$ cat src/design/smsas_cfg.svh
/*
 * Constants for the servo mode switch and alarm sequencer.
 * Assumes a 200 MHz control clock; included by bare name.
 */
`ifndef SMSAS_CFG_SVH
`define SMSAS_CFG_SVH

// Change-mode setting codes.
`define SMSAS_CHG_POS_SPD  2'h1
`define SMSAS_CHG_SPD_TRQ  2'h2
`define SMSAS_CHG_TRQ_POS  2'h3

// Clock rate and timing.
`define SMSAS_CLK_MHZ      200
`define SMSAS_UV_ALARM_MS  15
`define SMSAS_UV_OFF_MS    20
`define SMSAS_CYC_PER_MS   (`SMSAS_CLK_MHZ * 1000)
`define SMSAS_UV_ALARM_CYC (`SMSAS_UV_ALARM_MS * `SMSAS_CYC_PER_MS)
`define SMSAS_UV_OFF_CYC   (`SMSAS_UV_OFF_MS * `SMSAS_CYC_PER_MS)

// Widths.
`define SMSAS_SPD_W        16
`define SMSAS_UV_CNT_W     23
`define SMSAS_DROOP_W      24

`endif

$ cat src/design/smsas_pkg.sv
/*
 * Types for the servo mode switch and alarm sequencer.
 * Assumes smsas_cfg.svh for numeric constants.
 */
package smsas_pkg;

   typedef enum logic [2:0] {
      SMSAS_POS = 3'h1,
      SMSAS_SPD = 3'h2,
      SMSAS_TRQ = 3'h4
   } smsas_mode_type;

endpackage

$ cat src/design/smsas_sync.sv
/*
 * Two-flop synchroniser for a group of contact inputs.
 * Assumes inputs are asynchronous to clk.
 */
`timescale 1ns/100ps
module smsas_sync #(
   parameter int W = 1
) (
   // Clock and reset
   input  wire logic         clk,
   input  wire logic         rst_n,
   // Data
   input  wire logic [W-1:0] d,
   output logic      [W-1:0] q
);

   typedef struct packed {
      logic [W-1:0] s1;
      logic [W-1:0] s2;
   } smsas_sync_type;

   smsas_sync_type st_r;
   smsas_sync_type st_nxt;

   always_comb begin
      st_nxt    = st_r;
      st_nxt.s1 = d;
      st_nxt.s2 = st_r.s1;
   end

   always_ff @(posedge clk or negedge rst_n) begin
      if (!rst_n) begin
         st_r <= '0;
      end else begin
         st_r <= st_nxt;
      end
   end

   assign q = st_r.s2;

endmodule

$ cat src/design/smsas_top.sv
/*
 * Control-mode arbitration and alarm sequencing for a servo drive.
 * Assumes contact inputs and supply monitor are asynchronous pins, speed
 * and fault inputs come from logic on clk, and rst_n follows control power.
 */
// Overview of operation
// - Position/speed mode: select low position, high speed.
// - Position/speed changes only at zero speed.
// - Position to speed clears droop count.
// - Toggle above zero speed stays ignored afterwards.
// - Toggle while qualifier off stays ignored.
// - Speed/torque mode: select low speed, high torque.
// - Speed/torque change applies immediately.
// - Start released at speed entry: decelerate to stop.
// - Torque/position: low torque, high position, zero speed.
// - Position to torque clears droop count.
// - Change mode from setting; absolute bars position modes.
// - Any alarm disables base drive at once.
// - Alarm clears on power cycle or reset rise.
// - Alarm reset refused while cause persists.
// - Undervoltage alarm after 15 ms interruption.
// - 20 ms shuts control; recovery clears, restarts.
// - Incremental system: alarm invalidates home position.
`timescale 1ns/100ps
`include "smsas_cfg.svh"
module smsas_top (
   // Clock and reset
   input  wire logic                    clk,
   input  wire logic                    rst_n,
   // Configuration
   input  wire logic [1:0]              change_mode_setting,
   input  wire logic                    absolute_system,
   input  wire logic [`SMSAS_SPD_W-1:0] zero_speed_threshold,
   // Contact inputs
   input  wire logic                    control_mode_select,
   input  wire logic                    servo_on_request,
   input  wire logic                    alarm_reset_input,
   input  wire logic                    reverse_start_select,
   input  wire logic                    forward_start_select,
   input  wire logic                    supply_ok,
   // Drive feedback
   input  wire logic [`SMSAS_SPD_W-1:0] speed_magnitude,
   input  wire logic                    overcurrent_cause,
   input  wire logic                    overload_first_cause,
   input  wire logic                    overload_second_cause,
   input  wire logic                    regeneration_cause,
   input  wire logic                    home_set,
   input  wire logic                    droop_pulse,
   // Status and control outputs
   output logic                         change_qualifier_output,
   output logic                         position_mode,
   output logic                         speed_mode,
   output logic                         torque_mode,
   output logic                         base_drive_enable,
   output logic                         decel_stop,
   output logic                         droop_clear,
   output logic [`SMSAS_DROOP_W-1:0]    droop_count,
   output logic                         alarm_active,
   output logic                         undervoltage_alarm,
   output logic                         overcurrent_alarm,
   output logic                         overload_first_alarm,
   output logic                         overload_second_alarm,
   output logic                         regeneration_alarm,
   output logic                         control_shutdown,
   output logic                         home_valid,
   output logic                         mode_config_error
);

   ////////////////////////////////////////////////////////////////////////
   // Input synchronisation.

   logic [5:0] pins_s;
   logic       sel_s;
   logic       son_s;
   logic       rst_s;
   logic       rev_s;
   logic       fwd_s;
   logic       sup_s;

   smsas_sync #(.W(6)) u_sync (
      .clk   (clk),
      .rst_n (rst_n),
      .d     ({control_mode_select, servo_on_request, alarm_reset_input,
               reverse_start_select, forward_start_select, supply_ok}),
      .q     (pins_s)
   );

   assign {sel_s, son_s, rst_s, rev_s, fwd_s, sup_s} = pins_s;

   ////////////////////////////////////////////////////////////////////////
   // Mode decode.

   // Maps the select level to a mode for the given change setting.
   function automatic smsas_pkg::smsas_mode_type sel_mode(
      input logic [1:0] cm,
      input logic       sel
   );
      smsas_pkg::smsas_mode_type m;
      m = smsas_pkg::SMSAS_SPD;
      if (cm == `SMSAS_CHG_POS_SPD) begin
         m = sel ? smsas_pkg::SMSAS_SPD : smsas_pkg::SMSAS_POS;
      end else if (cm == `SMSAS_CHG_SPD_TRQ) begin
         m = sel ? smsas_pkg::SMSAS_TRQ : smsas_pkg::SMSAS_SPD;
      end else if (cm == `SMSAS_CHG_TRQ_POS) begin
         m = sel ? smsas_pkg::SMSAS_POS : smsas_pkg::SMSAS_TRQ;
      end
      return m;
   endfunction

   logic cm_valid;
   logic zero_speed;
   logic needs_zero;
   logic any_cause;

   assign zero_speed = (speed_magnitude <= zero_speed_threshold);
   // Position-bearing modes are barred on absolute systems.
   assign cm_valid = !absolute_system ||
                     (change_mode_setting == `SMSAS_CHG_SPD_TRQ);
   assign needs_zero = (change_mode_setting != `SMSAS_CHG_SPD_TRQ);
   assign any_cause  = overcurrent_cause | overload_first_cause |
                       overload_second_cause | regeneration_cause;

   ////////////////////////////////////////////////////////////////////////
   // State.

   typedef struct packed {
      smsas_pkg::smsas_mode_type mode;
      logic                      sel_prev;
      logic                      blocked;
      logic                      rst_prev;
      logic                      uv;
      logic                      oc;
      logic                      ol1;
      logic                      ol2;
      logic                      rg;
      logic                      shut;
      logic [`SMSAS_UV_CNT_W-1:0] uv_cnt;
      logic                      home;
      logic                      clr;
      logic                      dec;
      logic [`SMSAS_DROOP_W-1:0] droop;
   } smsas_state_type;

   smsas_state_type st_r;
   smsas_state_type st_nxt;

   logic                      alarm_any;
   logic                      qual;
   smsas_pkg::smsas_mode_type want;
   logic                      reset_rise;

   assign alarm_any  = st_r.uv | st_r.oc | st_r.ol1 | st_r.ol2 | st_r.rg;
   assign want       = sel_mode(change_mode_setting, sel_s);
   assign qual       = cm_valid && !alarm_any &&
                       (!needs_zero || zero_speed);
   assign reset_rise = rst_s && !st_r.rst_prev;

   always_comb begin
      st_nxt          = st_r;
      st_nxt.sel_prev = sel_s;
      st_nxt.rst_prev = rst_s;
      st_nxt.clr      = 1'b0;
      st_nxt.dec      = 1'b0;

      // A select edge seen without the qualifier is never applied.
      if (sel_s != st_r.sel_prev) begin
         st_nxt.blocked = !qual;
      end
      if (!cm_valid) begin
         st_nxt.mode = smsas_pkg::SMSAS_SPD;
      end else if (want != st_r.mode && qual && !st_r.blocked &&
                   sel_s == st_r.sel_prev) begin
         st_nxt.mode = want;
         if (st_r.mode == smsas_pkg::SMSAS_POS) begin
            st_nxt.clr = 1'b1;
         end
         if (want == smsas_pkg::SMSAS_SPD && !(fwd_s ^ rev_s)) begin
            st_nxt.dec = 1'b1;
         end
      end

      // Droop accumulates only in position control.
      if (st_nxt.clr) begin
         st_nxt.droop = '0;
      end else if (st_r.mode == smsas_pkg::SMSAS_POS && droop_pulse) begin
         st_nxt.droop = st_r.droop + 1'b1;
      end

      // Undervoltage timer counts the interruption length.
      if (sup_s) begin
         st_nxt.uv_cnt = '0;
         st_nxt.shut   = 1'b0;
      end else if (st_r.uv_cnt != `SMSAS_UV_CNT_W'(`SMSAS_UV_OFF_CYC)) begin
         st_nxt.uv_cnt = st_r.uv_cnt + 1'b1;
      end
      if (!sup_s &&
          st_r.uv_cnt >= `SMSAS_UV_CNT_W'(`SMSAS_UV_ALARM_CYC - 1)) begin
         st_nxt.uv = 1'b1;
      end
      if (!sup_s &&
          st_r.uv_cnt >= `SMSAS_UV_CNT_W'(`SMSAS_UV_OFF_CYC - 1)) begin
         st_nxt.shut = 1'b1;
      end
      // Recovery from a shutdown clears the undervoltage alarm; other alarms stay latched.
      if (sup_s && st_r.shut) begin
         st_nxt.uv = 1'b0;
      end

      // Reset edge clears only alarms whose cause is gone; set wins.
      if (reset_rise) begin
         if (sup_s) st_nxt.uv = 1'b0;
         st_nxt.oc  = 1'b0;
         st_nxt.ol1 = 1'b0;
         st_nxt.ol2 = 1'b0;
         st_nxt.rg  = 1'b0;
      end
      if (overcurrent_cause) st_nxt.oc = 1'b1;
      if (overload_first_cause) st_nxt.ol1 = 1'b1;
      if (overload_second_cause) st_nxt.ol2 = 1'b1;
      if (regeneration_cause) st_nxt.rg = 1'b1;

      // Home is lost on any alarm in an incremental system.
      if (home_set) begin
         st_nxt.home = 1'b1;
      end
      if (!absolute_system && (alarm_any || any_cause)) begin
         st_nxt.home = 1'b0;
      end
   end

   always_ff @(posedge clk or negedge rst_n) begin
      if (!rst_n) begin
         st_r      <= '0;
         st_r.mode <= smsas_pkg::SMSAS_SPD;
      end else begin
         st_r <= st_nxt;
      end
   end

   ////////////////////////////////////////////////////////////////////////
   // Outputs.

   assign change_qualifier_output = qual;
   assign position_mode         = (st_r.mode == smsas_pkg::SMSAS_POS);
   assign speed_mode            = (st_r.mode == smsas_pkg::SMSAS_SPD);
   assign torque_mode           = (st_r.mode == smsas_pkg::SMSAS_TRQ);
   // Any active alarm gates base drive off, whatever servo-on does.
   assign base_drive_enable     = son_s && !alarm_active;
   assign decel_stop            = st_r.dec;
   assign droop_clear           = st_r.clr;
   assign droop_count           = st_r.droop;
   assign alarm_active          = alarm_any || any_cause;
   assign undervoltage_alarm    = st_r.uv;
   assign overcurrent_alarm     = st_r.oc;
   assign overload_first_alarm  = st_r.ol1;
   assign overload_second_alarm = st_r.ol2;
   assign regeneration_alarm    = st_r.rg;
   assign control_shutdown      = st_r.shut;
   assign home_valid            = st_r.home;
   assign mode_config_error     = !cm_valid;

   ////////////////////////////////////////////////////////////////////////
   // Checks.

   a_alarm_drive_off: assert property (@(posedge clk) disable iff (!rst_n)
      alarm_active |-> !base_drive_enable)
      else $error("base drive on during alarm");
   a_pos_spd_clear: assert property (@(posedge clk) disable iff (!rst_n)
      $past(position_mode) && speed_mode |-> droop_clear)
      else $error("droop not cleared on position exit");
   a_pos_trq_clear: assert property (@(posedge clk) disable iff (!rst_n)
      $past(position_mode) && torque_mode |-> droop_clear && droop_count == 0)
      else $error("droop not cleared to torque");
   a_zero_speed_gate: assert property (@(posedge clk) disable iff (!rst_n)
      cm_valid && needs_zero && !zero_speed |=> $stable(st_r.mode))
      else $error("mode changed above zero speed");
   a_blocked_hold: assert property (@(posedge clk) disable iff (!rst_n)
      st_r.blocked && sel_s == st_r.sel_prev && cm_valid |=> $stable(st_r.mode))
      else $error("ignored change was applied");
   a_qual_edge_block: assert property (@(posedge clk) disable iff (!rst_n)
      sel_s != st_r.sel_prev && !qual |=> st_r.blocked)
      else $error("toggle without qualifier not blocked");
   a_trq_immediate: assert property (@(posedge clk) disable iff (!rst_n)
      change_mode_setting == `SMSAS_CHG_SPD_TRQ && !alarm_any &&
      sel_s == st_r.sel_prev && !st_r.blocked && want != st_r.mode
      |=> st_r.mode == $past(want))
      else $error("speed/torque change delayed");
   a_uv_alarm_set: assert property (@(posedge clk) disable iff (!rst_n)
      !sup_s && st_r.uv_cnt == `SMSAS_UV_CNT_W'(`SMSAS_UV_ALARM_CYC - 1)
      |=> undervoltage_alarm)
      else $error("undervoltage not raised");
   a_reset_refused: assert property (@(posedge clk) disable iff (!rst_n)
      overcurrent_cause |=> overcurrent_alarm)
      else $error("alarm cleared with cause present");
   a_home_lost: assert property (@(posedge clk) disable iff (!rst_n)
      !absolute_system && alarm_active |=> !home_valid)
      else $error("home kept through alarm");
   a_abs_no_pos: assert property (@(posedge clk) disable iff (!rst_n)
      !cm_valid |=> speed_mode)
      else $error("position mode on absolute system");

   c_pos_to_spd: cover property (@(posedge clk) disable iff (!rst_n)
      $past(position_mode) && speed_mode);
   c_trq_entry: cover property (@(posedge clk) disable iff (!rst_n)
      $rose(torque_mode));
   c_alarm_reset: cover property (@(posedge clk) disable iff (!rst_n)
      $fell(overcurrent_alarm));
   c_blocked: cover property (@(posedge clk) disable iff (!rst_n)
      $rose(st_r.blocked));

endmodule

$ cat config.mk
export PLATFORM = sky130hd
export DESIGN_NAME = smsas_top
export DESIGN_NICKNAME = d
export VERILOG_FILES = /design/src/design/smsas_pkg.sv /design/src/design/smsas_sync.sv /design/src/design/smsas_top.sv
export VERILOG_INCLUDE_DIRS = /design/src /design/src/design
export SDC_FILE = /design/constraint.sdc
export NUM_CORES = 1
export LEC_CHECK = 0
export ABC_CLOCK_PERIOD_IN_PS = 3100
export BUFFER_PORTS_ARGS = -buffer_cell sky130_fd_sc_hd__buf_2
export CORE_MARGIN = 2
export CORE_UTILIZATION = 55
export CTS_CLUSTER_SIZE = 28
export DETAILED_ROUTE_END_ITERATION = 7
export GPL_TIMING_DRIVEN = 0
export PLACE_DENSITY = 0.81
export SLEW_MARGIN = 10
export SYNTH_ARGS = -nofsm -noshare
export SYNTH_HDL_FRONTEND = slang
export SYNTH_SLANG_ARGS = --single-unit
$ cat constraint.sdc
create_clock -name clk -period 3.1 [get_ports clk]
set_input_delay 0.31 -clock clk [delete_from_list [all_inputs] [get_ports clk]]
set_output_delay 0.31 -clock clk [all_outputs]
set_load 0.05 [all_outputs]
# ---- Yosys cells after proc, flatten, opt, wreduce, memory -nomap -nowiden
# Index checks and enable logic that the tools add are counted.
# W data, S select, Z words.
dict set report word_totals {
  word_cells 105
  output_inout_bits 40
  input_bits 49
  register_bits 74
}
dict set report classes {
  eq_ne 13
  bitwise_logic 8
  mux 28
  magnitude_cmp 3
  n_reduce_logical 34
  addsub 2
}
# cell count
set op_table {}
lappend op_table {{$mux W24} 2}
lappend op_table {{$ge A23 B22 Y1 const B} 2}
lappend op_table {{$mux W23} 2}
lappend op_table {{$add A24 B1 Y24 const B} 1}
lappend op_table {{$add A23 B1 Y23 const B} 1}
lappend op_table {{$ne A23 B22 Y1 const B} 1}
lappend op_table {{$mux W3} 7}
lappend op_table {{$le A16 B16 Y1} 1}
lappend op_table {{$reduce_bool A2 Y1} 8}
lappend op_table {{$logic_and A1 B1 Y1} 13}
lappend op_table {{$mux W1} 13}
lappend op_table {{$logic_not A1 Y1} 10}
lappend op_table {{$or A1 B1 Y1} 7}
lappend op_table {{$eq A3 B2 Y1 const B} 2}
lappend op_table {{$mux W2} 3}
lappend op_table {{$mux W5} 1}
lappend op_table {{$eq A2 B2 Y1 const B} 2}
lappend op_table {{$eq A3 B1 Y1 const B} 1}
lappend op_table {{$eq A3 B3 Y1 const B} 1}
lappend op_table {{$logic_or A1 B1 Y1} 3}
lappend op_table {{$ne A3 B3 Y1} 1}
lappend op_table {{$eq A2 B1 Y1 const B} 1}
lappend op_table {{$ne A2 B1 Y1 const B} 1}
lappend op_table {{$ne A2 B2 Y1 const B} 1}
lappend op_table {{other kinds (3)} 3}

# ---- Longest topological paths before layout
dict set report logic_depth {
  word_depth 13
  depth_mapped 10
  mapped_depth_nobuf 8
}

# ---- Hierarchy
# A second synthesis with hierarchy kept.
dict set report unflattened {
  cells_unflattened 418
  hier_area_um2 4075.2
}
# mod cells_per_inst area_each_um2 n_inst seq_area_each_um2
set modules_own_cells {}
lappend modules_own_cells {smsas_top 406 3774.9 1 1552.7}
lappend modules_own_cells {smsas_sync 12 300.3 1 300.3}

# ---- Worst setup path after synthesis
# Ideal clock, no wire load.
dict set report synth_path {
  path_kind {register to register}
  start {register st_r[61] (netlist name)}
  end {register st_r, in the netlist droop_count[7]}
  arrival_ps 2503
  stages_incl_launch_ff 6
  required_time_ps 2981
  setup_ps 119
  slack_ps 478
  period_less_slack_ps 2622
  path_buffers 1
  cell_sequence {dfrtp_1 > nor3b_1 > nand2_1 > a211oi_4 > buf_6 > nor2_1}
}
dict set report synth_via {
  word_cells_on_any_way 11
  classes_between {eq/ne (2); mux (4); reduce/logical (5)}
}
# element line_no
set synth_rtl {}
lappend synth_rtl {{start, declared} smsas_top.sv:144} ;# smsas_state_type st_r;
lappend synth_rtl {{start signal, assigned} smsas_top.sv:236} ;# st_r <= st_nxt;
lappend synth_rtl {{$eq A3 B1 Y1 *} n/a}
lappend synth_rtl {{net position_mode} smsas_top.sv:51} ;# output logic position_mode,
lappend synth_rtl {{$mux W1} smsas_top.sv:174} ;# if (st_r.mode == smsas_pkg::SMSAS_POS) begin
lappend synth_rtl {{$mux W2} smsas_top.sv:171} ;# end else if (want != st_r.mode && qual && !st_r.blocked &&
lappend synth_rtl {{$mux W2} smsas_top.sv:169} ;# if (!cm_valid) begin
lappend synth_rtl {{$mux W24 / $reduce_bool A2 Y1 (equally long branches)} n/a}
# The timed path passes the listed nets; every way through them passes the cells marked *.
# A chain may end at the register's enable or synchronous reset.

# ---- Final worst setup path
dict set report layout_path {
  start {register st_r, in the netlist undervoltage_alarm}
  end {output change_qualifier_output}
}
dict set report layout_via {
  elab_chain_len 7
}
# element line_no
set layout_lines {}
lappend layout_lines {{$or A1 B1 Y1 (4 in series)} smsas_top.sv:152} ;# assign alarm_any = st_r.uv | st_r.oc | st_r.ol1 | st_r.ol2 | st_r.rg;
lappend layout_lines {{$logic_not A1 Y1} smsas_top.sv:154} ;# assign qual = cm_valid && !alarm_any &&
lappend layout_lines {{$logic_and A1 B1 Y1 (2 in series)} smsas_top.sv:154}
lappend layout_lines {{end, declared} smsas_top.sv:50} ;# output logic change_qualifier_output,
# No other way between the ends.

==> key figures <==
Clock network
  – H-tree depth: 3
  – Post-CTS Setup Bufs: 0
  – Clock Sinks: 74
  – CTS buffer count: 9
  – Clock Latency Late Sink: 0.36 ns
  – TritonCTS clock tree: built
  – Worst-path clk slew: 0.08 ns
  – Root buffer cell: clkbuf_8
  – Longest Clk Path Bufs: 2

Synthesis
  – Synthesized area per cell: 9.66 um2
  – Ys async rst share: 100%
  – Synth Warn #: 0
  – Area share of the largest cell type after synthesis: 45.0%
  – Netlist Area Pre-Place: 0.00406 mm2
  – Synth Instances: 420
  – Count leader, synth: dfrtp_1
  – Syn Nets: 488
  – Post-synth EDFFs: 0
  – Synth Register Bits: 74
  – Dominant cells by area after synthesis: dfrtp_1 45%, ha_1 5.9%, nor2_1 5.5%
  – Synth Flop Type: dfrtp_1
  – Synth cell count leaders: 73 x dfrtp_1, 59 x nor2_1, 28 x nand2_1
  – Area leader, netlist: dfrtp_1
  – Post-synthesis cell type count: 48
  – Sequential-to-total area share from yosys stat: 45.7%

Setup path
  – Setup CP Type: reg -> out
  – Critical Path Fanout Max: 6
  – Most used cell, CP: buf_2
  – Critical Path Slowest Stage Cell: dfrtp_1
  – Crit path capture type: primary output
  – Worst EP required: 2.79 ns
  – Bufs and invs on worst path: 2
  – Delay-heaviest family, CP: simple AND/OR/NAND/NOR gates
  – CP startpoint kind: flop
  – CP cell instances: nor3_2 -> o211ai_1 -> nor4b_2 -> or4b_1 -> buf_2 -> nand2_1 -> buf_2
  – WP data arrival: 2.34 ns
  – Max incr delay on CP: 0.44 ns

Placed design
  – Dpl cell area: 0.00465 mm2
  – Final HPWL from detailed placement: 6170 um
  – Final GP Congestion: 0.879
  – PortBufs: 88

Power and ir drop
  – Int Power: 1.53 mW
  – Max VDD drop: 0.403 mV
  – Leak: 2.41 nW
  – Clock power share: 39.9%
  – Sequential share of power: 49.4%
  – Sw Share: 25.7%
  – Net load switching power: 0.528 mW
  – Logic pwr share: 10.7%
  – PD cells: 421 mW/mm2

Floorplan
  – Initial Util: 56.2%
  – Die ar.: 0.00808 mm2
  – Core area: 0.00721 mm2
  – Die W: 89.9 um
  – Die Ht: 89.9 um
  – I/O pin count: 89
  – Num rows: 31

Job
  – Max_cap viols: 0

Timing
  – Final period utilization: 85.4%
  – Final worst path period need: 2.65 ns
  – Setup_tns: 0 ns
  – Fmax: 0.378 GHz
  – Post-route clock skew: 0.0148 ns
  – Worst Tran Pin Value: 0.568 ns
  – Hold Violations, Final: 0
  – Setup violations, final: 0
  – Slew headroom: 61.8%
  – RSZ-0062 raised after global routing: no
  – Pins Over Slew Limit: 0

Drt
  – Drt wl/cell: 13.2 um
  – First DRT Iteration DRCs: 242
  – Routed Wire Length: 8250 um
  – Post-DRT Antenna Nets: 0
  – DRT Pass-1 Iters: 4
  – Vias per inst: 5.35
  – Vias post-DR: 3341
  – DRC: 0

GRT
  – Initial antenna violation count: 0
  – First-pass GRT wire length: 14600 um
  – Largest net degree at the start of global routing: 67
  – Vias in the first global route: 3321
  – Global route total overflow: 0
  – GRT Overall Usage: 22.1%

Min path
  – Hold Crit Class: in -> reg

Cells and area
  – Filler instances: 591
  – Post-route cell area: 0.00488 mm2
  – ANT cells: 0
  – Area grow syn2layout: 20.2%
  – # nets final: 589
  – Reg area: 0.00185 mm2
  – Core Util, Final: 67.6%
  – Area of the multi-input gates: 0.00187 mm2
  – Layout cells sized above 1: 26.5%

Run status
  – Status: finished, final reports clean
final cells by class:
cell class | instances | share of cell area (%)
Tap cell | 99 | 2.54
Buffer | 35 | 4.90
Multi-Input combinational cell | 286 | 38.4
Clock buffer | 9 | 2.54
Inverter | 25 | 1.92
Clock inverter | 6 | 1.87
Timing Repair Buffer | 90 | 9.85
Sequential cell | 74 | 38.0
worst paths after layout:
kind                                                   start                           to  slack [ns]  depth (start not counted)
worst max-delay path            undervoltage_alarm$_DFF_PN0_      change_qualifier_output        0.45                          7
worst min-delay path                    forward_start_select   u_sync.st_nxt[1]$_DFF_PN0_        0.06                          1
worst max register to register  undervoltage_alarm$_DFF_PN0_  droop_count[14]$_DFFE_PN0P_        0.67                          8
worst min register to register    u_sync.st_nxt[4]$_DFF_PN0_        u_sync.q[4]$_DFF_PN0_        0.35                          0
max in group asynchronous                              rst_n         st_r[60]$_DFFE_PN1P_        2.21                          3
min in group asynchronous                              rst_n   droop_count[6]$_DFFE_PN0P_        0.32                          2
power groups by stage:
stage / clock, mW / combinational (mW) / sequential, mW
2_1_floorplan: 0 / 0.116 / 1.04
3_3_place_gp: 0 / 0.207 / 1.03
3_5_place_dp: 0 / 0.221 / 1.03
4_1_cts: 0.836 / 0.223 / 1.02
5_1_grt: 0.882 / 0.244 / 1.02
6_report: 0.818 / 0.220 / 1.02
repair_timing:
action | CTS | global route
hold endpoints to repair | 8 | 0
hold buffers | 1 | 0
resized for setup | 0 | 0
per-stage QoR:
stage | std cells | hold WS, ns | power [mW] | worst slack, ns
final | 624 | 0.0583 | 2.05 | 0.453
after global routing | 624 | 0.0339 | 2.15 | 0.270
after CTS | 624 | 0.0438 | 2.07 | 0.429
after detailed placement | 608 | 0.148 | 1.26 | 0.423
after global placement | 607 | 0.332 | 1.24 | 0.465
after floorplan | 420 | 0.0144 | 1.16 | 0.478
state kept, by name (all words and copies together) (netlist names):
name                   count
u_sync.q                   6
st_r                      29
regeneration_alarm         1
overload_first_alarm       1
home_valid                 1
droop_clear                1
u_sync.st_nxt              6
overcurrent_alarm          1
decel_stop                 1
overload_second_alarm      1
droop_count               24
control_shutdown           1
undervoltage_alarm         1
cell families (layout without fill, tap and decap cells):
kind of cell,Yosys count,count (layout),synth area share [%]
XOR/XNOR,45,45,9.71
buffers and inverters,60,165,8.20
AND/OR/NAND/NOR,178,178,22.8
multiplexers,3,3,0.740
flip-flops,74,74,45.7
adder cells (fa/ha/maj),19,19,5.86
AO/OA/AOI/OAI,41,41,7.03
cell usage in the layout, fill, tap and decap left out, types with 4 or more instances in the layout:
master,Yosys,final
buf_4,24,25
and3_1,5,5
a21oi_1,11,11
buf_2,2,89
clkbuf_8,0,9
nand3_1,17,17
nor3_1,7,7
clkbuf_1,7,7
nand2_1,28,28
inv_1,24,24
nor4_1,8,8
dfrtp_1,73,73
and4_1,5,5
nand4_1,16,16
o21ai_0,4,4
xnor2_1,21,21
ha_1,19,19
nor2_1,59,59
nor2b_1,6,6
a21o_1,7,7
xor2_1,24,24
metal layers:
metal	GRT usage [%]	vias up	routed length, um
li1	-	1624	-
met1	27.7	1622	3640
met2	36.2	77	4080
met3	4.69	18	340
met4	11.5	0	193
met5	0	-	0
Note: power is estimated with default switching activity, not from simulation.
